$ cat src/design/rfreg_params.svh
// Register offsets, field positions and timing counts of the radio
// control bank. Included by the design modules and the testbench.
`ifndef RFREG_PARAMS_SVH
`define RFREG_PARAMS_SVH

// ************************************************************
// Register addresses (7-bit SPI register number)
// ************************************************************
`define RFREG_A_LOCK      7'h03
`define RFREG_A_STRENGTH  7'h06
`define RFREG_A_START     7'h07
`define RFREG_A_AMP       7'h09
`define RFREG_A_OSC       7'h0a
`define RFREG_A_TEST      7'h0b
`define RFREG_A_VCO       7'h17
`define RFREG_A_SLEEP     7'h1b
`define RFREG_A_REV       7'h1d
`define RFREG_A_SIG       7'h1e
`define RFREG_A_SID       7'h1f

// ************************************************************
// Field positions
// ************************************************************
`define RFREG_B_LOCK      12
`define RFREG_B_TX        8
`define RFREG_B_RX        7
`define RFREG_B_CW        15
`define RFREG_B_SDIS      9
`define RFREG_B_VCO       2
`define RFREG_B_OSC       0

// ************************************************************
// Reset values and arbitrary identity values
// ************************************************************
`define RFREG_R_START     16'h0000
`define RFREG_R_AMP       16'h0000
`define RFREG_R_OSC       16'h0001
`define RFREG_R_TEST      16'h0000
`define RFREG_R_VCO       16'h0000
`define RFREG_R_SLEEP     16'h0000
// Arbitrary neutral identity values
`define RFREG_ID_SIG      16'h5a5a
`define RFREG_ID_SID      16'h0101
`define RFREG_ID_RF       4'h1
`define RFREG_ID_DIG      3'h1

// ************************************************************
// Timing
// ************************************************************
`define RFREG_CLK_MHZ     25
`define RFREG_CAL_NS      1000
`define RFREG_CAL_CYC     ((`RFREG_CAL_NS * `RFREG_CLK_MHZ) / 1000)

`endif

$ cat src/design/rfreg_pkg.sv
// Types shared by the radio control bank.
// Assumes rfreg_params.svh is on the include path.
package rfreg_pkg;

  // Settings handed to the analog radio
  typedef struct packed {
    logic [6:0] channel_number;
    logic [3:0] amplifier_gain;
    logic       oscillator_gain_on;
    logic       unmodulated_carrier;
    logic       strength_measure_off;
    logic [4:0] sleep_regulator_setting;
  } rfreg_cfg_t;

  // Status arriving from the analog radio
  typedef struct packed {
    logic       synth_locked;
    logic [5:0] raw_signal_strength;
  } rfreg_stat_t;

  // Radio sequencer states
  typedef enum logic [3:0] {
    RFREG_IDLE = 4'b0001,
    RFREG_CAL  = 4'b0010,
    RFREG_TX   = 4'b0100,
    RFREG_RX   = 4'b1000
  } rfreg_state_t;

endpackage

$ cat src/design/rfreg_spi.sv
// SPI slave front end: 8-bit command (r/w bit, 7-bit address)
// then 16 data bits, MSB first, mode 0. Pins are synchronised
// here with three flip-flops; spi clock is far below clk_i.
`timescale 1ns/1ps
`default_nettype none
`include "rfreg_params.svh"

module rfreg_spi (
  // Clock and reset
  input  wire logic        clk_i,
  input  wire logic        rst_i,
  // Pins
  input  wire logic        sck_i,
  input  wire logic        ss_n_i,
  input  wire logic        mosi_i,
  output logic             miso_o,
  output logic             miso_oe_o,
  // Register side
  output logic [6:0]       addr_o,
  output logic             rd_req_o,
  input  wire logic [15:0] rd_data_i,
  output logic             wr_o,
  output logic [15:0]      wr_data_o
);

  logic [2:0]  sck_r, ss_r, mosi_r;
  logic        sck_rise, sck_fall, sel;
  logic [4:0]  cnt_r;
  logic [7:0]  cmd_r;
  logic [15:0] sh_r;
  logic [15:0] tx_r;

  // ************************************************************
  // Pin synchronisers
  // ************************************************************
  // Stage 0 is read only by stage 1
  always_ff @(posedge clk_i or posedge rst_i) begin
    if (rst_i) begin
      sck_r  <= 3'h0;
      ss_r   <= 3'h7;
      mosi_r <= 3'h0;
    end else begin
      sck_r  <= {sck_r[1:0], sck_i};
      ss_r   <= {ss_r[1:0], ss_n_i};
      mosi_r <= {mosi_r[1:0], mosi_i};
    end
  end

  assign sck_rise = sck_r[1] & ~sck_r[2];
  assign sck_fall = ~sck_r[1] & sck_r[2];
  assign sel      = ~ss_r[1] & ~ss_r[2];

  // ************************************************************
  // Shift engine
  // ************************************************************
  // Bit counter and shifters; deselect aborts a frame
  always_ff @(posedge clk_i or posedge rst_i) begin
    if (rst_i) begin
      cnt_r     <= 5'h00;
      cmd_r     <= 8'h00;
      sh_r      <= 16'h0000;
      tx_r      <= 16'h0000;
      rd_req_o  <= 1'b0;
      wr_o      <= 1'b0;
      addr_o    <= 7'h00;
      wr_data_o <= 16'h0000;
    end else begin
      rd_req_o <= 1'b0;
      wr_o     <= 1'b0;
      if (!sel) begin
        cnt_r <= 5'h00;
      end else if (sck_rise) begin
        cnt_r <= (cnt_r == 5'd23) ? 5'h00 : cnt_r + 5'h01;
        if (cnt_r < 5'd8) begin
          cmd_r <= {cmd_r[6:0], mosi_r[2]};
        end else begin
          sh_r <= {sh_r[14:0], mosi_r[2]};
        end
        if (cnt_r == 5'd7) begin
          addr_o   <= {cmd_r[5:0], mosi_r[2]};
          rd_req_o <= cmd_r[6];             // Read when top bit set
        end
        if (cnt_r == 5'd23 && !cmd_r[7]) begin
          wr_o      <= 1'b1;
          wr_data_o <= {sh_r[14:0], mosi_r[2]};
        end
      end
      if (rd_req_o) begin
        tx_r <= rd_data_i;
      end else if (sel && sck_fall && cnt_r > 5'd8) begin
        tx_r <= {tx_r[14:0], 1'b0};
      end
    end
  end

  // Drive MISO only while selected
  always_ff @(posedge clk_i or posedge rst_i) begin
    if (rst_i) begin
      miso_o    <= 1'b0;
      miso_oe_o <= 1'b0;
    end else begin
      miso_o    <= tx_r[15];
      miso_oe_o <= sel;
    end
  end

endmodule // rfreg_spi

`default_nettype wire

$ cat src/design/rfreg_bank.sv
// Radio control and status register bank behind an SPI slave.
// Assumes a host SPI master in mode 0 with sck well below clk_i/6,
// and an analog radio that supplies lock and signal strength.
// Every output leaves a flip-flop; status levels pass three stages
// before they are read, so a read trails the analog pins slightly.
`timescale 1ns/1ps
`default_nettype none
`include "rfreg_params.svh"

module rfreg_bank #(
  parameter int CAL_CYCLES = `RFREG_CAL_CYC
) (
  // Clock and reset
  input  wire logic                clk_i,
  input  wire logic                rst_i,
  // SPI pins
  input  wire logic                sck_i,
  input  wire logic                ss_n_i,
  input  wire logic                mosi_i,
  output logic                     miso_o,
  output logic                     miso_oe_o,
  // Analog status
  input  wire rfreg_pkg::rfreg_stat_t stat_i,
  // Analog controls
  output rfreg_pkg::rfreg_cfg_t    cfg_o,
  output logic                     tx_on_o,
  output logic                     rx_on_o,
  output logic                     vco_cal_o
);
  import rfreg_pkg::*;

  logic [6:0]   addr;
  logic         rd_req, wr;
  logic [15:0]  wr_data, rd_data;
  logic [15:0]  start_r, amp_r, osc_r, test_r, vco_r, sleep_r;
  logic [2:0]   lock_r;
  logic [17:0]  str_r;
  logic         lock_hold_r;
  logic [5:0]   str_hold_r;
  logic [15:0]  cal_cnt_r;
  rfreg_state_t state_r, state_nxt;
  logic         go_tx, go_rx;

  // ************************************************************
  // SPI front end
  // ************************************************************
  // Frames are decoded below; this level sees only one-cycle read
  // and write strobes with a stable address
  rfreg_spi u_spi (
    .clk_i     (clk_i),
    .rst_i     (rst_i),
    .sck_i     (sck_i),
    .ss_n_i    (ss_n_i),
    .mosi_i    (mosi_i),
    .miso_o    (miso_o),
    .miso_oe_o (miso_oe_o),
    .addr_o    (addr),
    .rd_req_o  (rd_req),
    .rd_data_i (rd_data),
    .wr_o      (wr),
    .wr_data_o (wr_data)
  );

  // ************************************************************
  // Analog status synchronisers
  // ************************************************************
  // Analog levels are asynchronous, so three stages each
  // Stage 0 feeds only stage 1
  always_ff @(posedge clk_i or posedge rst_i) begin
    if (rst_i) begin
      lock_r <= 3'h0;
      str_r  <= 18'h00000;
    end else begin
      lock_r <= {lock_r[1:0], stat_i.synth_locked};
      str_r  <= {str_r[11:0], stat_i.raw_signal_strength};
    end
  end

  // A level counts once the second and third stages agree, so a
  // strength word caught mid-change is held back rather than torn
  always_ff @(posedge clk_i or posedge rst_i) begin
    if (rst_i) begin
      lock_hold_r <= 1'b0;
    end else if (lock_r[1] == lock_r[2]) begin
      lock_hold_r <= lock_r[2];
    end
  end

  // Strength word, same agreement rule across all six bits
  always_ff @(posedge clk_i or posedge rst_i) begin
    if (rst_i) begin
      str_hold_r <= 6'h00;
    end else if (str_r[11:6] == str_r[17:12]) begin
      str_hold_r <= str_r[17:12];
    end
  end

  // ************************************************************
  // Writable registers
  // ************************************************************
  // Only defined fields are stored; reserved bits stay zero, and
  // writes to read-only or unmapped places match no block here
  // Start bits and channel; the host keeps the two starts apart
  always_ff @(posedge clk_i or posedge rst_i) begin
    if (rst_i) begin
      start_r <= `RFREG_R_START;
    end else if (wr && addr == `RFREG_A_START) begin
      start_r <= wr_data & 16'h01ff;
    end
  end

  // Amplifier level
  always_ff @(posedge clk_i or posedge rst_i) begin
    if (rst_i) begin
      amp_r <= `RFREG_R_AMP;
    end else if (wr && addr == `RFREG_A_AMP) begin
      amp_r <= wr_data & 16'h0780;
    end
  end

  // Oscillator gain block enable, on out of reset
  always_ff @(posedge clk_i or posedge rst_i) begin
    if (rst_i) begin
      osc_r <= `RFREG_R_OSC;
    end else if (wr && addr == `RFREG_A_OSC) begin
      osc_r <= wr_data & 16'h0001;
    end
  end

  // Carrier test and strength measurement disable
  always_ff @(posedge clk_i or posedge rst_i) begin
    if (rst_i) begin
      test_r <= `RFREG_R_TEST;
    end else if (wr && addr == `RFREG_A_TEST) begin
      test_r <= wr_data & 16'h8200;
    end
  end

  // Calibration enable
  always_ff @(posedge clk_i or posedge rst_i) begin
    if (rst_i) begin
      vco_r <= `RFREG_R_VCO;
    end else if (wr && addr == `RFREG_A_VCO) begin
      vco_r <= wr_data & 16'h0004;
    end
  end

  // Sleep regulator setting
  always_ff @(posedge clk_i or posedge rst_i) begin
    if (rst_i) begin
      sleep_r <= `RFREG_R_SLEEP;
    end else if (wr && addr == `RFREG_A_SLEEP) begin
      sleep_r <= wr_data & 16'hf800;
    end
  end

  // ************************************************************
  // Read multiplexer
  // ************************************************************
  // Read-only words are built from live state, never stored
  // Register 6 reads zero while measurement is off, so a stale
  // strength is never mistaken for a live one
  always_comb begin
    case (addr)
      `RFREG_A_LOCK:     rd_data = {3'h0, lock_hold_r, 12'h000};
      `RFREG_A_STRENGTH: rd_data = test_r[`RFREG_B_SDIS] ? 16'h0000
                                   : {str_hold_r, 10'h000};
      `RFREG_A_START:    rd_data = start_r;
      `RFREG_A_AMP:      rd_data = amp_r;
      `RFREG_A_OSC:      rd_data = osc_r;
      `RFREG_A_TEST:     rd_data = test_r;
      `RFREG_A_VCO:      rd_data = vco_r;
      `RFREG_A_SLEEP:    rd_data = sleep_r;
      `RFREG_A_REV:      rd_data = {8'h00, `RFREG_ID_RF, 1'b0,
                                    `RFREG_ID_DIG};
      `RFREG_A_SIG:      rd_data = `RFREG_ID_SIG;
      `RFREG_A_SID:      rd_data = `RFREG_ID_SID;
      default:           rd_data = 16'h0000;
    endcase
  end

  // ************************************************************
  // Radio sequencer
  // ************************************************************
  // Transmit wins if the host breaks the exclusive-start contract
  // rather than leaving both analog paths half started
  assign go_tx = start_r[`RFREG_B_TX];
  assign go_rx = start_r[`RFREG_B_RX] & ~go_tx;

  // Next state; clearing both start bits returns to idle
  // Start bits are levels: the sequencer follows them, not a pulse
  always_comb begin
    state_nxt = state_r;
    case (state_r)
      RFREG_IDLE: begin
        if (go_tx || go_rx) begin
          if (vco_r[`RFREG_B_VCO]) begin
            state_nxt = RFREG_CAL;
          end else begin
            state_nxt = go_tx ? RFREG_TX : RFREG_RX;
          end
        end
      end
      RFREG_CAL: begin
        if (!go_tx && !go_rx) begin
          state_nxt = RFREG_IDLE;
        end else if (cal_cnt_r == 16'h0001) begin
          state_nxt = go_tx ? RFREG_TX : RFREG_RX;
        end
      end
      RFREG_TX: begin
        if (!go_tx) begin
          state_nxt = RFREG_IDLE;
        end
      end
      RFREG_RX: begin
        if (!go_rx) begin
          state_nxt = RFREG_IDLE;
        end
      end
      default: state_nxt = RFREG_IDLE;
    endcase
  end

  // State register
  // One-hot, back to idle on reset
  always_ff @(posedge clk_i or posedge rst_i) begin
    if (rst_i) begin
      state_r <= RFREG_IDLE;
    end else begin
      state_r <= state_nxt;
    end
  end

  // Calibration timer, loaded on entry to the calibration state
  // A count of one ends calibration on the next edge
  always_ff @(posedge clk_i or posedge rst_i) begin
    if (rst_i) begin
      cal_cnt_r <= 16'h0000;
    end else if (state_r != RFREG_CAL && state_nxt == RFREG_CAL) begin
      cal_cnt_r <= 16'(CAL_CYCLES);
    end else if (cal_cnt_r != 16'h0000) begin
      cal_cnt_r <= cal_cnt_r - 16'h0001;
    end
  end

  // ************************************************************
  // Registered outputs
  // ************************************************************
  // Settings to the analog radio
  always_ff @(posedge clk_i or posedge rst_i) begin
    if (rst_i) begin
      cfg_o <= '0;
    end else begin
      cfg_o.channel_number          <= start_r[6:0];
      cfg_o.amplifier_gain          <= amp_r[10:7];
      cfg_o.oscillator_gain_on      <= osc_r[`RFREG_B_OSC];
      cfg_o.unmodulated_carrier     <= test_r[`RFREG_B_CW];
      cfg_o.strength_measure_off    <= test_r[`RFREG_B_SDIS];
      cfg_o.sleep_regulator_setting <= sleep_r[15:11];
    end
  end

  // Sequencer view, taken from the next state so each output moves
  // on the same edge as the state register itself
  always_ff @(posedge clk_i or posedge rst_i) begin
    if (rst_i) begin
      tx_on_o   <= 1'b0;
      rx_on_o   <= 1'b0;
      vco_cal_o <= 1'b0;
    end else begin
      tx_on_o   <= (state_nxt == RFREG_TX);
      rx_on_o   <= (state_nxt == RFREG_RX);
      vco_cal_o <= (state_nxt == RFREG_CAL);
    end
  end

endmodule // rfreg_bank

`default_nettype wire

$ cat config.mk
export PLATFORM = sky130hd
export DESIGN_NAME = rfreg_bank
export DESIGN_NICKNAME = d
export VERILOG_FILES = /design/src/design/rfreg_pkg.sv /design/src/design/rfreg_spi.sv /design/src/design/rfreg_bank.sv
export VERILOG_INCLUDE_DIRS = /design/src /design/src/design
export SDC_FILE = /design/constraint.sdc
export NUM_CORES = 1
export LEC_CHECK = 0
export BUFFER_PORTS_ARGS = -buffer_cell sky130_fd_sc_hd__buf_2
export CAP_MARGIN = 20
export CORE_MARGIN = 2
export CORE_UTILIZATION = 48
export DETAILED_ROUTE_END_ITERATION = 7
export GPL_ROUTABILITY_DRIVEN = 0
export HOLD_SLACK_MARGIN = 0.12
export MAX_ROUTING_LAYER = met4
export PLACE_DENSITY = 0.64
export SETUP_SLACK_MARGIN = 0.3
export SLEW_MARGIN = 0
export SYNTH_ARGS = -nofsm -noshare
export SYNTH_HDL_FRONTEND = slang
export SYNTH_SLANG_ARGS = --single-unit
export TNS_END_PERCENT = 1
$ cat constraint.sdc
create_clock -name clk_i -period 5.57 [get_ports clk_i]
set_clock_uncertainty 0.05 [all_clocks]
set_input_delay 1.114 -clock clk_i [delete_from_list [all_inputs] [get_ports clk_i]]
set_output_delay 1.114 -clock clk_i [all_outputs]
set_load 0.01 [all_outputs]
# Word-level counts from Yosys, hierarchy flattened
# Index checks and enable logic that the tools add are counted.
[totals] register_bits=172 out_inout_bits=24
[op_classes] add_sub_neg=2 n_reduce_logical=22 n_eq_ne=25 n_mux=23 n_lt_le_gt_ge=2 bitwise_logic=10
[ops] cell="16-bit one-hot mux with 11 select lines" count=1
[ops] cell="16-bit two-way mux" count=5
[ops] cell="7-bit by 5-bit equality test with 1-bit output, second input constant" count=5
[ops] cell="4-bit two-way mux" count=7
[ops] cell="7-bit by 4-bit equality test with 1-bit output, second input constant" count=3
[ops] cell="16-bit by 1-bit equality test with 1-bit output, second input constant" count=1
[ops] cell="4-bit one-hot mux with 4 select lines" count=1
[ops] cell="16-bit nonzero test" count=1
[ops] cell="16-bit by 1-bit subtractor with 16-bit output, second input constant" count=1
[ops] cell="5-bit two-way mux" count=3
[ops] cell="7-bit by 3-bit equality test with 1-bit output, second input constant" count=2
[ops] cell="3-bit AND reduction" count=4
[ops] cell="1-bit logical AND" count=11
[ops] cell="4-bit by 2-bit equality test with 1-bit output, second input constant" count=2
[ops] cell="4-bit by 3-bit equality test with 1-bit output, second input constant" count=2
[ops] cell="4-bit equality test, second input constant" count=2
[ops] cell="7-bit by 2-bit equality test with 1-bit output, second input constant" count=1
[ops] cell="6-bit equality test" count=1
[ops] cell="1-bit two-way mux" count=6
[ops] cell="1-bit NOT" count=6
[ops] cell="5-bit by 1-bit adder with 5-bit output, second input constant" count=1
[ops] cell="5-bit by 3-bit equality test with 1-bit output, second input constant" count=1
[ops] cell="5-bit equality test, second input constant" count=1
[ops] cell="5-bit by 4-bit greater-than comparator with 1-bit output, second input constant" count=1
[ops] cell="9 further kinds" count=15

# Depth between registers and ports, before layout
# Gate-level depths: netlist of the first run.
[logic_depth] depth_word=9 ltp_mapped=7 mapped_depth_nobuf=6

# By module
# A second synthesis of the first run with hierarchy kept.
[hier_totals] cells_unflattened=542 area_unflattened_um2=7178.1
[by_module_without_submodules] module="rfreg_bank" area_per_inst_um2=3823.7 seq_area_each_um2=2304.7 n_inst=1 cells_per_inst=301
[by_module_without_submodules] module="rfreg_spi" area_per_inst_um2=3354.5 seq_area_each_um2=2005.7 n_inst=1 cells_per_inst=241

# Worst setup path before layout of the first run
# No wires, ideal clock.
[synth_path] kind="register to register" from="reg cal_cnt_r[0]" to="reg cal_cnt_r[0]" synth_period_minus_slack_ns=2.218 t_arrival_ns=2.089 setup_ns=0.079 stages_incl_launch_ff=7 path_slack_ns=3.352 cell_sequence="dfrtp_1 > inv_1 > ha_1 > or4b_2 > or4_4 > nor3_4 > mux2i_1"
[synth_via] elab_chain_cells=7 word_cells_on_any_way=11
[synth_lines] element="from (decl)" line_no="rfreg_bank.sv:40" rtl="logic [15:0] cal_cnt_r;"
[synth_lines] element="from (signal assigned)" line_no="rfreg_bank.sv:241" rtl="cal_cnt_r <= 16'(CAL_CYCLES);"
[synth_lines] element="from (signal assigned)" line_no="rfreg_bank.sv:243" rtl="cal_cnt_r <= cal_cnt_r - 16'h0001;"
[synth_lines] element="16-bit by 1-bit equality test with 1-bit output" line_no="rfreg_bank.sv:207" rtl="end else if (cal_cnt_r == 16'h0001) begin"
[synth_lines] element="4-bit two-way mux" line_no="rfreg_bank.sv:207"
[synth_lines] element="4-bit two-way mux" line_no="rfreg_bank.sv:205" rtl="if (!go_tx && !go_rx) begin"
[synth_lines] element="4-bit one-hot mux with 4 select lines" line_no="rfreg_bank.sv:194" rtl="case (state_r)"
[synth_lines] element="4-bit by 2-bit equality test with 1-bit output" line_no="rfreg_bank.sv:240" rtl="end else if (state_r != RFREG_CAL && state_nxt == RFREG_CAL) begin"
[synth_lines] element="1-bit logical AND" line_no="rfreg_bank.sv:240"
[synth_lines] element="16-bit two-way mux or 2-bit nonzero test (tied branches)"
# Parallel ways exist; a longest one is shown, timed or not. The select of a mux whose other input is x is not followed.
# A chain may end at the register's enable or synchronous reset.

# Worst setup path in the final report of the first run
# Ends and elaborated chain as after synthesis.

==> impl_metrics.prom, run 1 <==
# TYPE chip_impl_metric gauge
chip_impl_metric{name="number_of_vias_per_cell_after_detailed_routing",unit=""} 5.76
chip_impl_info{name="critical-path-top-delay-family",value="simple AND/OR/NAND/NOR gates"} 1
chip_impl_metric{name="drv_slew",unit=""} 0
chip_impl_metric{name="nNetsFinal",unit=""} 599
chip_impl_metric{name="seq_area_frac_synth",unit="%"} 61.3
chip_impl_metric{name="drive_gt1_share",unit="%"} 27.9
chip_impl_metric{name="clockBufferDepth",unit=""} 2
chip_impl_metric{name="initial_cell_density_of_the_core",unit="%"} 48.8
chip_impl_metric{name="grt_usage",unit="%"} 19.1
chip_impl_metric{name="max_stage_delay",unit="ps"} 670
chip_impl_metric{name="fin_crit_sh",unit="%"} 42.5
chip_impl_info{name="critPathSlowestCell",value="sky130_fd_sc_hd__or4b_2"} 1
chip_impl_metric{name="cp_data_required_time",unit="ps"} 5860
chip_impl_info{name="timing_worst_setup_path_type",value="reg2reg"} 1
chip_impl_metric{name="yosysWarningCount",unit=""} 0
chip_impl_metric{name="synth_cell_type_count",unit=""} 62
chip_impl_metric{name="cts_hold_buf",unit=""} 0
chip_impl_metric{name="cts_setup_buffers",unit=""} 0
chip_impl_metric{name="post-route-util",unit="%"} 55.4
chip_impl_metric{name="setup_tns_after_final_layout",unit="ps"} 0
chip_impl_metric{name="cts-resized-gates",unit=""} 0
chip_impl_metric{name="diodes",unit=""} 0
chip_impl_metric{name="ir_drop",unit="mV"} 0.340
chip_impl_metric{name="fp-row-count",unit=""} 44
chip_impl_info{name="postSynth.topFlopCell",value="sky130_fd_sc_hd__dfrtp_1"} 1
chip_impl_metric{name="crit_fanout",unit=""} 6
chip_impl_metric{name="synth_cells",unit=""} 544
chip_impl_metric{name="timing_hold_violations_final",unit=""} 0
chip_impl_metric{name="grt_antenna_before_repair",unit=""} 0
chip_impl_metric{name="io_buffer_count",unit=""} 35
chip_impl_metric{name="synth-edff-count",unit=""} 0
chip_impl_metric{name="dp.cells",unit=""} 746
chip_impl_metric{name="timing.reg2reg.setup_slack",unit="ps"} 3200
chip_impl_metric{name="clock_insertion_delay_worst_skew",unit="ps"} 410
chip_impl_metric{name="flow.area_growth_from_synthesis",unit="%"} 13.6
chip_impl_metric{name="drt_pre_antenna_iters",unit=""} 5
chip_impl_metric{name="dp.final_hpwl",unit="mm"} 9.13
chip_impl_metric{name="max_clock_freq",unit="MHz"} 423
chip_impl_metric{name="first_global_vias",unit=""} 4602
chip_impl_metric{name="totalPowerFinal",unit="uW"} 2520
chip_impl_metric{name="total_global_routing_overflow",unit=""} 0
chip_impl_metric{name="design.core.area",unit="um2"} 14400
chip_impl_info{name="category_of_the_worst_setup_path_launch_point",value="flop"} 1
chip_impl_metric{name="remaining_drc_errors",unit=""} 0
chip_impl_info{name="hp-class",value="reg2reg"} 1
chip_impl_metric{name="post_synth.cell_area_avg",unit="um2"} 12.9
chip_impl_metric{name="synth-async-reset-ratio",unit="%"} 100
chip_impl_metric{name="setup_viol_count_final",unit=""} 0
chip_impl_metric{name="min_period",unit="ps"} 2370
chip_impl_metric{name="avgRoutedWirePerCell",unit="um"} 17.6
chip_impl_metric{name="total_via_count_after_detailed_routing",unit=""} 4489
chip_impl_info{name="grt_setup_unrepaired",value="false"} 1
chip_impl_metric{name="ant_nets",unit=""} 0
chip_impl_metric{name="die_footprint",unit="um2"} 15600
chip_impl_metric{name="clock_sink_count",unit=""} 172
chip_impl_metric{name="synth.ff_latch_count",unit=""} 172
chip_impl_metric{name="numCtsBuffers",unit=""} 17
chip_impl_info{name="clock_tree.root_cell",value="sky130_fd_sc_hd__clkbuf_16"} 1
chip_impl_metric{name="final.setup.worst_slack",unit="ps"} 3200
chip_impl_metric{name="chipWidth",unit="um"} 125
chip_impl_metric{name="mappedNetlistNets",unit=""} 561
chip_impl_metric{name="finalNonFillerCells",unit=""} 779
chip_impl_metric{name="routed_wirelength",unit="mm"} 13.7
chip_impl_metric{name="slew-limit-headroom",unit="%"} 38.1
chip_impl_metric{name="worst_setup_hold_path_clk_slew",unit="ps"} 70
chip_impl_metric{name="die_y",unit="um"} 125
chip_impl_metric{name="netlist_area_before_placement",unit="um2"} 7040
chip_impl_metric{name="drt-initial-drc-count",unit=""} 376
chip_impl_metric{name="power_density_over_the_cells",unit="nW/um2"} 315
chip_impl_info{name="timing.critical_path.cells",value="inv_1, ha_1, or4b_2, or4_4, nor3_4, mux2i_1"} 1
chip_impl_metric{name="drv_cap",unit=""} 0
chip_impl_metric{name="ioPinCount",unit=""} 36
chip_impl_metric{name="worstMarginPinSlew",unit="ps"} 929
chip_impl_metric{name="worst-endpoint-arrival",unit="ps"} 2660
chip_impl_metric{name="grt_pass1_wl",unit="mm"} 23.3
chip_impl_info{name="end_kind",value="flop"} 1
chip_impl_metric{name="worst_path_bufs_invs",unit=""} 1
chip_impl_metric{name="grt_start_max_net_pins",unit=""} 173
chip_impl_metric{name="cts_max_level",unit=""} 4
chip_impl_info{name="cts_tree",value="built"} 1
chip_impl_info{name="status",value="finished clean"} 1
chip_impl_metric{name="pre_cts_slack",unit="ps"} 3210
chip_impl_metric{name="power.static_leakage",unit="uW"} 0.00380
-- worst register-to-register path: stages, from the launching register on --
cell and delay [ps]:
sky130_fd_sc_hd__dfrtp_1 440, sky130_fd_sc_hd__inv_1 130, sky130_fd_sc_hd__ha_1 140, sky130_fd_sc_hd__or4b_2 670, sky130_fd_sc_hd__or4_4 480, sky130_fd_sc_hd__nor3_4 180, sky130_fd_sc_hd__mux2i_1 200
-- metal layers --
| layer | GRT usage [%] | share of wire (%) |
|---|---|---|
| met1 | 24.6 | 45 |
| met2 | 30.4 | 50 |
| met3 | 5.31 | 4.2 |
| met4 | 4.90 | 0.51 |
| met5 | - | 0 |
-- kinds of logic (layout without fill, tap and decap cells) --
logic type	after synthesis	in the layout	share of synthesized area [%]
flip-flops	172	172	61.3
adder cells (fa/ha/maj)	6	6	1.03
multiplexers	80	80	12.8
AND/OR/NAND/NOR	141	141	11.9
AO/OA/AOI/OAI	96	96	9.62
buffers and inverters	38	89	2.08
XOR/XNOR	11	11	1.37
-- cell usage after synthesis, types with 2 or more instances --
master                      instances  area (um2)
sky130_fd_sc_hd__or4b_2             2        20.0
sky130_fd_sc_hd__dfrtp_1          167        4180
sky130_fd_sc_hd__a211oi_1           4        30.0
sky130_fd_sc_hd__or4_1             11        82.6
sky130_fd_sc_hd__nor3b_1            3        22.5
sky130_fd_sc_hd__nor4_1             5        31.3
sky130_fd_sc_hd__nor2_1            19        71.3
sky130_fd_sc_hd__a31oi_1            7        43.8
sky130_fd_sc_hd__nor2b_1           11        68.8
sky130_fd_sc_hd__a21o_1             3        22.5
sky130_fd_sc_hd__inv_1             15        56.3
sky130_fd_sc_hd__dfstp_2            5         131
sky130_fd_sc_hd__xnor2_1            3        26.3
sky130_fd_sc_hd__a32o_1             3        30.0
sky130_fd_sc_hd__ha_1               5        62.6
sky130_fd_sc_hd__a22oi_1            4        30.0
sky130_fd_sc_hd__a21oi_1           14        70.1
sky130_fd_sc_hd__and2_1             3        18.8
sky130_fd_sc_hd__nor4b_1            4        35.0
sky130_fd_sc_hd__o21ai_0           16        80.1
sky130_fd_sc_hd__nor3_1            10        50.1
sky130_fd_sc_hd__a32oi_1            3        26.3
sky130_fd_sc_hd__o31ai_1            8        60.1
sky130_fd_sc_hd__o211ai_1           9        67.6
sky130_fd_sc_hd__nand2b_1           3        18.8
sky130_fd_sc_hd__nor4_2             2        25.0
sky130_fd_sc_hd__nand3_1           12        60.1
sky130_fd_sc_hd__a21boi_0           2        15.0
sky130_fd_sc_hd__or3_1              7        43.8
sky130_fd_sc_hd__o2111ai_1          2        17.5
sky130_fd_sc_hd__nand4b_1           2        17.5
sky130_fd_sc_hd__o221ai_1          10        87.6
sky130_fd_sc_hd__clkbuf_1          19        71.3
sky130_fd_sc_hd__mux2_2            77         867
sky130_fd_sc_hd__mux2i_1            3        30.0
sky130_fd_sc_hd__nand4_1            9        56.3
sky130_fd_sc_hd__o21a_1             2        15.0
sky130_fd_sc_hd__buf_2              3        15.0
sky130_fd_sc_hd__nand2_1           26        97.6
sky130_fd_sc_hd__and4b_1            2        20.0
sky130_fd_sc_hd__xor2_1             8        70.1
-- where the power goes --
part / internal (uW) / switching (uW)
Combinational: 29.6 / 36.0
Sequential: 1290 / 27.1
Clock: 631 / 507
-- area by class of cell --
| cell class | count | area (um2) |
|---|---|---|
| sequential | 172 | 4310 |
| inverter | 16 | 63.8 |
| tap | 184 | 230 |
| fill | 1210 | 6430 |
| clock inverter | 12 | 128 |
| timing repair buffer | 41 | 233 |
| multi-input combinational | 334 | 2590 |
| clock buffer | 20 | 437 |
-- flip-flops by register name, indices dropped and copies added (netlist names), 6 cells and up --
signal           count
cal_cnt_r           16
cfg_o               19
start_r              9
str_hold_r           6
str_r               18
u_spi.addr_o         7
u_spi.cmd_r          8
u_spi.sh_r          15
u_spi.tx_r          16
u_spi.wr_data_o     16
-- path summary, 6_finish.rpt --
kind                               from             end  cells after the start
setup / recovery           cal_cnt_r[0]    cal_cnt_r[0]                      6
hold / removal                 str_r[5]       str_r[11]                      0
setup reg to reg           cal_cnt_r[0]    cal_cnt_r[0]                      6
hold reg to reg                str_r[5]       str_r[11]                      0
max in group asynchronous         rst_i    cal_cnt_r[6]                      3
min in group asynchronous         rst_i  u_spi.sck_r[1]                      3
-- through the flow --
step | cell area [um2] | hold slack, ps
final | 7990 | 298
after global routing | 7990 | 305
after CTS | 7990 | 300
after detailed placement | 7420 | 285
after global placement | 7420 | 283
after floorplan | 7040 | 281
-- cell usage in the layout (no fill, tap or decap), types with 8 or more instances in the layout --
master,synthesis,layout
sky130_fd_sc_hd__nand2_1,26,26
sky130_fd_sc_hd__xor2_1,8,8
sky130_fd_sc_hd__clkbuf_16,0,17
sky130_fd_sc_hd__nor2b_1,11,11
sky130_fd_sc_hd__nand4_1,9,9
sky130_fd_sc_hd__o221ai_1,10,10
sky130_fd_sc_hd__dfrtp_1,167,167
sky130_fd_sc_hd__nor2_1,19,19
sky130_fd_sc_hd__a21oi_1,14,14
sky130_fd_sc_hd__nand3_1,12,12
sky130_fd_sc_hd__mux2_2,77,77
sky130_fd_sc_hd__inv_1,15,14
sky130_fd_sc_hd__buf_2,3,35
sky130_fd_sc_hd__o211ai_1,9,9
sky130_fd_sc_hd__nor3_1,10,10
sky130_fd_sc_hd__o31ai_1,8,8
sky130_fd_sc_hd__o21ai_0,16,16
sky130_fd_sc_hd__or4_1,11,11
No activity file was read; power rests on OpenSTA's default activity.
==> run 2, diff against run 1 <==
- clock period: 5.57 -> 2 ns (I/O delays scaled with it)
==> run 2 against run 1 <==
The flow now finishes with violations (negative setup slack); core utilization is 7.1 points higher; sequential share of layout area is 6.0 points lower; critical path depth stayed put; power grew to 2.8 times the previous value; highest routed layer unchanged; final cell count is 7.6% higher; maximum frequency is 18% higher; non-clock buffer count is 59 higher; wire length is 6.4% higher; clock power grew to 2.8 times the previous value; hold slack worse by 0.74 ps; via count is 5.0% higher.
==> impl_metrics.prom, run 2 (synthesized netlist as in run 1, its figures left out) <==
# TYPE chip_impl_metric gauge
chip_impl_metric{name="io_buffer_count",unit=""} 35
chip_impl_metric{name="grt_usage",unit="%"} 20.3
chip_impl_info{name="register_with_the_most_flip_flops",value="cfg_o"} 1
chip_impl_metric{name="drv_cap",unit=""} 0
chip_impl_metric{name="drt-initial-drc-count",unit=""} 288
chip_impl_metric{name="min_period",unit="ps"} 2010
chip_impl_metric{name="nNetsFinal",unit=""} 658
chip_impl_metric{name="die_footprint",unit="um2"} 15600
chip_impl_metric{name="slew-limit-headroom",unit="%"} 62.9
chip_impl_info{name="largestRegisters",value="cfg_o: 19 flops, str_r: 18 flops"} 1
chip_impl_metric{name="clockBufferDepth",unit=""} 2
chip_impl_metric{name="grt_antenna_before_repair",unit=""} 0
chip_impl_metric{name="largest_register_ffs",unit=""} 19
chip_impl_info{name="cts_tree",value="built"} 1
chip_impl_metric{name="remaining_drc_errors",unit=""} 0
chip_impl_metric{name="setup_viol_count_final",unit=""} 1
chip_impl_metric{name="share_seq_of_total_power",unit="%"} 51.5
chip_impl_metric{name="drive_gt1_share",unit="%"} 43.1
chip_impl_metric{name="dp.cells",unit=""} 795
chip_impl_metric{name="grt_pass1_wl",unit="mm"} 24.5
chip_impl_info{name="hp-class",value="reg2reg"} 1
chip_impl_metric{name="ioPinCount",unit=""} 36
chip_impl_metric{name="combPwrFrac",unit="%"} 3.1
chip_impl_metric{name="cp_data_required_time",unit="ps"} 2300
chip_impl_info{name="grt_setup_unrepaired",value="true"} 1
chip_impl_metric{name="worst_path_bufs_invs",unit=""} 1
chip_impl_metric{name="grt_start_max_net_pins",unit=""} 44
chip_impl_metric{name="avgRoutedWirePerCell",unit="um"} 17.4
chip_impl_metric{name="total_via_count_after_detailed_routing",unit=""} 4712
chip_impl_metric{name="die_y",unit="um"} 125
chip_impl_info{name="crit_start",value="cal_cnt_r[0]"} 1
chip_impl_metric{name="clock_power_share",unit="%"} 45.4
chip_impl_metric{name="power_density_over_the_cells",unit="nW/um2"} 790
chip_impl_metric{name="worstMarginPinSlew",unit="ps"} 555
chip_impl_metric{name="dp.final_hpwl",unit="mm"} 9.75
chip_impl_info{name="timing.critical_path.cells",value="inv_2, ha_1, or4b_4, or4_4, nor3_4, mux2i_1"} 1
chip_impl_metric{name="final.setup.worst_slack",unit="ps"} -8.34
chip_impl_metric{name="number_of_vias_per_cell_after_detailed_routing",unit=""} 5.62
chip_impl_info{name="regToRegStartpoint",value="cal_cnt_r[0]"} 1
chip_impl_metric{name="fillers",unit=""} 1134
chip_impl_info{name="status",value="finished with violations"} 1
chip_impl_metric{name="fp-row-count",unit=""} 44
chip_impl_metric{name="cts_max_level",unit=""} 4
chip_impl_info{name="worstHoldStart",value="u_spi.mosi_r[1]"} 1
chip_impl_metric{name="crit_fanout",unit=""} 3
chip_impl_metric{name="drt_pre_antenna_iters",unit=""} 4
chip_impl_metric{name="initial_cell_density_of_the_core",unit="%"} 48.8
chip_impl_metric{name="timing.reg2reg.setup_slack",unit="ps"} -8
chip_impl_info{name="mostFrequentLayoutCell",value="sky130_fd_sc_hd__dfrtp_1"} 1
chip_impl_metric{name="pre_cts_slack",unit="ps"} -177
chip_impl_info{name="clock_tree.root_cell",value="sky130_fd_sc_hd__clkbuf_16"} 1
chip_impl_metric{name="fin_crit_sh",unit="%"} 100
chip_impl_metric{name="internal_power",unit="uW"} 5520
chip_impl_metric{name="routed_wirelength",unit="mm"} 14.6
chip_impl_metric{name="power.static_leakage",unit="uW"} 0.00425
chip_impl_info{name="critPathSlowestCell",value="sky130_fd_sc_hd__or4b_4"} 1
chip_impl_metric{name="flow.area_growth_from_synthesis",unit="%"} 28.2
chip_impl_metric{name="ir_drop",unit="mV"} 0.855
chip_impl_metric{name="switching_share",unit="%"} 22.5
chip_impl_metric{name="clock_insertion_delay_worst_skew",unit="ps"} 430
chip_impl_metric{name="design.core.area",unit="um2"} 14400
chip_impl_info{name="end_kind",value="flop"} 1
chip_impl_metric{name="chipWidth",unit="um"} 125
chip_impl_metric{name="numCtsBuffers",unit=""} 17
chip_impl_metric{name="total_global_routing_overflow",unit=""} 0
chip_impl_metric{name="netSwitchingPower",unit="uW"} 1600
chip_impl_info{name="final_cell_mix",value="159 x sky130_fd_sc_hd__dfrtp_1, 51 x sky130_fd_sc_hd__mux2_2, 43 x sky130_fd_sc_hd__buf_4, 35 x sky130_fd_sc_hd__buf_2, 26 x sky130_fd_sc_hd__mux2_4"} 1
chip_impl_metric{name="drv_slew",unit=""} 0
chip_impl_metric{name="max_clock_freq",unit="MHz"} 498
chip_impl_metric{name="ant_nets",unit=""} 0
chip_impl_info{name="violated_checks",value="negative setup slack"} 1
chip_impl_metric{name="timing_hold_violations_final",unit=""} 0
chip_impl_metric{name="max_stage_delay",unit="ps"} 460
chip_impl_metric{name="clock_sink_count",unit=""} 172
chip_impl_info{name="critical-path-top-delay-family",value="simple AND/OR/NAND/NOR gates"} 1
chip_impl_metric{name="first_global_vias",unit=""} 4899
chip_impl_metric{name="worst-endpoint-arrival",unit="ps"} 2310
chip_impl_metric{name="diodes",unit=""} 0
chip_impl_info{name="timing_worst_setup_path_type",value="reg2reg"} 1
chip_impl_metric{name="finalNonFillerCells",unit=""} 838
chip_impl_info{name="category_of_the_worst_setup_path_launch_point",value="flop"} 1
chip_impl_metric{name="worst_setup_hold_path_clk_slew",unit="ps"} 70
[run 2: changes by cell type in the layout (fill, tap and decap cells not counted), sizes merged]
cell         delta
buf            +49
dlygate4sd3    +11
clkbuf          -1
clkinv          +1
inv             -1
[run 2: power by group through the flow]
stage	combinational, uW	clock (uW)	sequential (uW)
2_1_floorplan	143	0	3700
3_3_place_gp	200	0	3720
3_5_place_dp	210	0	3730
4_1_cts	227	3290	3670
5_1_grt	254	3430	3680
6_report	223	3230	3670
[run 2: worst reg2reg max path, stage by stage (launching register included)]
cell and delay, ps:
sky130_fd_sc_hd__dfrtp_1 380, sky130_fd_sc_hd__inv_2 60, sky130_fd_sc_hd__ha_1 130, sky130_fd_sc_hd__or4b_4 460, sky130_fd_sc_hd__or4_4 460, sky130_fd_sc_hd__nor3_4 180
sky130_fd_sc_hd__mux2i_1 200
[run 2: what timing repair did]
action | CTS | global route
hold buffers | 11 | 0
pin swaps | 16 | 34
resized for setup | 61 | 57
endpoints found under the hold margin | 24 | 0
setup buffers | 0 | 0
endpoints found under the setup margin | 94 | 99
[run 2: stage by stage]
step	setup TNS (ps)	area, um2	utilization (%)	power, uW	hold slack (ps)
floorplan	-108740	7040	-	3850	281
global placement	-764	7850	54.4	3920	281
detailed placement	-1300	7850	54.4	3940	285
CTS	-263	8800	61.0	7180	298
global route	-304	9020	62.5	7370	305
finish	-8.34	9020	62.5	7120	297
[run 2: final timing paths]
check | end | cells after the start
min in group asynchronous | u_spi.cmd_r[4] | 3
max in group asynchronous | osc_r[0] | 4
min | u_spi.mosi_r[2] | 0
max reg2reg | cal_cnt_r[0] | 6
max | cal_cnt_r[0] | 6
min reg2reg | u_spi.mosi_r[2] | 0
[run 2: metal layers]
metal  global-route usage (%)  vias to the layer above  share of wire [%]
met5                        -                        -                  0
met3                     4.62                       16                2.9
met1                     26.1                     2422                 46
met4                     6.47                        0                1.4
li1                         -                     2207                  -
met2                     32.2                       67                 50
[run 2: cell type report]
cell class	count	area (um2)	share of cell area [%]
Multi-Input combinational cell	334	3030	33.6
Clock buffer	20	457	5.06
Clock inverter	12	124	1.37
Tap cell	184	230	2.55
Sequential cell	172	4320	47.9
Inverter	16	63.8	0.707
Timing Repair Buffer	100	793	8.79
==> run 3, diff against run 2 <==
- CAP_MARGIN: 20 -> 15
- CORE_ASPECT_RATIO: unset -> 0.7
- SETUP_SLACK_MARGIN: 0.3 -> 0.15
==> run 3 against run 2 <==
The flow still finishes with violations (negative setup slack); via count rose by 1.8%; critical path depth unchanged; worst setup slack lost 31 ps; count of clock-buffer cells in the layout down 2; sequential share of layout area grew 1.3 points; final cell count rose by 1.3%; design area is 2.7% lower; clock power about the same; core utilization is 0.28 points lower; flip-flop and latch count did not move; power shrank 0.19%; sequential power is essentially flat.
==> impl_metrics.prom, run 3 (synthesized netlist as in run 1, its figures left out) <==
# TYPE chip_impl_metric gauge
chip_impl_info{name="status",value="finished with violations"} 1
chip_impl_info{name="violated_checks",value="negative setup slack"} 1
chip_impl_metric{name="ant_nets",unit=""} 0
chip_impl_metric{name="grt_pass1_wl",unit="mm"} 25.5
chip_impl_metric{name="fin_crit_sh",unit="%"} 102
chip_impl_metric{name="netSwitchingPower",unit="uW"} 1630
chip_impl_metric{name="remaining_drc_errors",unit=""} 0
chip_impl_metric{name="combPwrFrac",unit="%"} 3.1
chip_impl_info{name="register_with_the_most_flip_flops",value="cfg_o"} 1
chip_impl_metric{name="drt_pre_antenna_iters",unit=""} 5
chip_impl_metric{name="total_via_count_after_detailed_routing",unit=""} 4798
chip_impl_info{name="cts_tree",value="built"} 1
chip_impl_info{name="timing_worst_setup_path_type",value="reg2reg"} 1
chip_impl_metric{name="fin_worst_hold_slack",unit="ps"} 300
chip_impl_info{name="final_cell_mix",value="163 x sky130_fd_sc_hd__dfrtp_1, 61 x sky130_fd_sc_hd__mux2_2, 53 x sky130_fd_sc_hd__buf_4, 35 x sky130_fd_sc_hd__buf_2, 25 x sky130_fd_sc_hd__nand2_1"} 1
chip_impl_metric{name="fp-row-count",unit=""} 36
chip_impl_metric{name="die_footprint",unit="um2"} 15700
chip_impl_metric{name="worst_setup_hold_path_clk_slew",unit="ps"} 70
chip_impl_metric{name="setup_tns_after_final_layout",unit="ps"} -77.8
chip_impl_metric{name="switching_share",unit="%"} 22.9
chip_impl_metric{name="initial_cell_density_of_the_core",unit="%"} 49.9
chip_impl_metric{name="avgRoutedWirePerCell",unit="um"} 17.9
chip_impl_metric{name="clockBufferDepth",unit=""} 2
chip_impl_metric{name="drt-initial-drc-count",unit=""} 259
chip_impl_metric{name="drv_slew",unit=""} 0
chip_impl_metric{name="number_of_vias_per_cell_after_detailed_routing",unit=""} 5.65
chip_impl_metric{name="ir_drop",unit="mV"} 0.661
chip_impl_metric{name="max_clock_freq",unit="MHz"} 490
chip_impl_metric{name="grt_start_max_net_pins",unit=""} 69
chip_impl_metric{name="numCtsBuffers",unit=""} 17
chip_impl_metric{name="final.setup.worst_slack",unit="ps"} -39.1
chip_impl_metric{name="dp.cells",unit=""} 806
chip_impl_info{name="grt_setup_unrepaired",value="true"} 1
chip_impl_metric{name="share_seq_of_total_power",unit="%"} 51.7
chip_impl_metric{name="clock_sink_count",unit=""} 172
chip_impl_metric{name="drv_cap",unit=""} 0
chip_impl_metric{name="finalNonFillerCells",unit=""} 849
chip_impl_metric{name="die_y",unit="um"} 105
chip_impl_metric{name="cts_setup_buffers",unit=""} 0
chip_impl_metric{name="worst-endpoint-arrival",unit="ps"} 2330
chip_impl_info{name="category_of_the_worst_setup_path_launch_point",value="flop"} 1
chip_impl_metric{name="ioPinCount",unit=""} 36
chip_impl_metric{name="setup_viol_count_final",unit=""} 4
chip_impl_metric{name="chipWidth",unit="um"} 149
chip_impl_info{name="busiest_layer",value="met1"} 1
chip_impl_metric{name="total_global_routing_overflow",unit=""} 0
chip_impl_metric{name="drive_gt1_share",unit="%"} 37.0
chip_impl_metric{name="cts_max_level",unit=""} 4
chip_impl_metric{name="grtUsageMet2",unit="%"} 30.2
chip_impl_metric{name="worstMarginPinSlew",unit="ps"} 450
chip_impl_info{name="hp-class",value="reg2reg"} 1
chip_impl_metric{name="design.core.area",unit="um2"} 14100
chip_impl_metric{name="grt_use_met3",unit="%"} 5.37
chip_impl_metric{name="timing_hold_violations_final",unit=""} 0
chip_impl_info{name="mostFrequentLayoutCell",value="sky130_fd_sc_hd__dfrtp_1"} 1
chip_impl_metric{name="clock_power_share",unit="%"} 45.2
chip_impl_metric{name="first_global_vias",unit=""} 4791
chip_impl_metric{name="diodes",unit=""} 0
chip_impl_metric{name="grt_antenna_before_repair",unit=""} 0
chip_impl_metric{name="flow.area_growth_from_synthesis",unit="%"} 24.8
chip_impl_metric{name="pre_cts_slack",unit="ps"} -202
chip_impl_metric{name="cp_data_required_time",unit="ps"} 2290
chip_impl_info{name="end_kind",value="flop"} 1
chip_impl_metric{name="regArea",unit="um2"} 4320
chip_impl_metric{name="dp.final_hpwl",unit="mm"} 10.6
chip_impl_metric{name="multi_input_gate_area_in_the_final_layout",unit="um2"} 2780
chip_impl_metric{name="clock_insertion_delay_worst_skew",unit="ps"} 420
chip_impl_metric{name="power_density_over_the_cells",unit="nW/um2"} 810
chip_impl_metric{name="fillers",unit=""} 1068
chip_impl_metric{name="min_period",unit="ps"} 2040
chip_impl_info{name="largestRegisters",value="cfg_o: 19 flops, str_r: 18 flops"} 1
chip_impl_metric{name="io_buffer_count",unit=""} 35
chip_impl_metric{name="nNetsFinal",unit=""} 663
chip_impl_metric{name="slew-limit-headroom",unit="%"} 69.7
chip_impl_metric{name="routed_wirelength",unit="mm"} 15.2
chip_impl_info{name="clock_tree.root_cell",value="sky130_fd_sc_hd__clkbuf_16"} 1
chip_impl_metric{name="power.static_leakage",unit="uW"} 0.00416
chip_impl_metric{name="crit_fanout",unit=""} 3
chip_impl_metric{name="grt_usage",unit="%"} 21.5
chip_impl_metric{name="internal_power",unit="uW"} 5480
chip_impl_metric{name="grt_util_met1",unit="%"} 31.8
chip_impl_metric{name="largest_register_ffs",unit=""} 19
## run 3: cell count changes in the layout (fill, tap and decap cells not counted), moves of 4 or more
cell	before	now
sky130_fd_sc_hd__buf_6	4	0
sky130_fd_sc_hd__nand2_1	19	25
sky130_fd_sc_hd__nand2_2	5	1
sky130_fd_sc_hd__o221ai_1	2	9
sky130_fd_sc_hd__mux2_2	51	61
sky130_fd_sc_hd__or4_1	6	10
sky130_fd_sc_hd__mux2_4	26	16
sky130_fd_sc_hd__or4_4	6	2
sky130_fd_sc_hd__o221ai_2	8	1
sky130_fd_sc_hd__dfrtp_2	8	4
sky130_fd_sc_hd__buf_4	43	53
sky130_fd_sc_hd__dfrtp_1	159	163
## run 3: cell type report
cell class / count / area share, %
clock inverters: 14 / 1.53
well taps: 190 / 2.71
flip-flops and latches: 172 / 49.2
inverters: 16 / 0.727
repair buffers: 105 / 9.15
multi-input cells: 334 / 31.7
clock buffers: 18 / 5.00
## run 3: repair_timing
| item | in CTS | in global routing |
|---|---|---|
| gates resized for setup | 8 | 38 |
| endpoints found under the hold margin | 110 | 0 |
| endpoints found under the setup margin | 21 | 92 |
| pin swaps | 3 | 4 |
| hold buffers | 11 | 0 |
## run 3: worst paths after layout
path	from	endpoint	slack, ps	cells after the start
max in group asynchronous	rst_i	state_r[0]	880	4
worst min-delay path	u_spi.mosi_r[1]	u_spi.mosi_r[2]	300	0
worst min register to register	u_spi.mosi_r[1]	u_spi.mosi_r[2]	300	0
worst max register to register	cal_cnt_r[0]	cal_cnt_r[0]	-40	6
min in group asynchronous	rst_i	u_spi.wr_data_o[4]	620	4
worst max-delay path	cal_cnt_r[0]	cal_cnt_r[0]	-40	6
## run 3: through the flow
step / cell area, um2 / utilization [%] / power (uW)
after floorplan: 7040 / - / 3850
after global placement: 7900 / 56.0 / 3930
after detailed placement: 7900 / 56.0 / 3940
after CTS: 8620 / 61.1 / 7180
after global routing: 8780 / 62.3 / 7400
final: 8780 / 62.3 / 7110
## run 3: worst max-delay path, cell delays in order (launching register included)
cell	delay [ps]
sky130_fd_sc_hd__dfrtp_1	380
sky130_fd_sc_hd__inv_1	80
sky130_fd_sc_hd__ha_1	130
sky130_fd_sc_hd__or4b_4	470
sky130_fd_sc_hd__or4_4	450
sky130_fd_sc_hd__nor3_4	180
sky130_fd_sc_hd__mux2i_1	220
## run 3: power by group through the flow
| stage | registers [uW] | clock network [uW] | logic (uW) |
|---|---|---|---|
| finish | 3670 | 3210 | 218 |
| global route | 3680 | 3460 | 248 |
| CTS | 3670 | 3280 | 225 |
| detailed placement | 3740 | 0 | 206 |
| global placement | 3730 | 0 | 200 |
| floorplan | 3700 | 0 | 143 |
## run 3: metal layers
layer,wire (um),share of wire (%)
met1,7610,50
met2,6720,44
met3,756,5.0
met4,107,0.70
met5,0,0
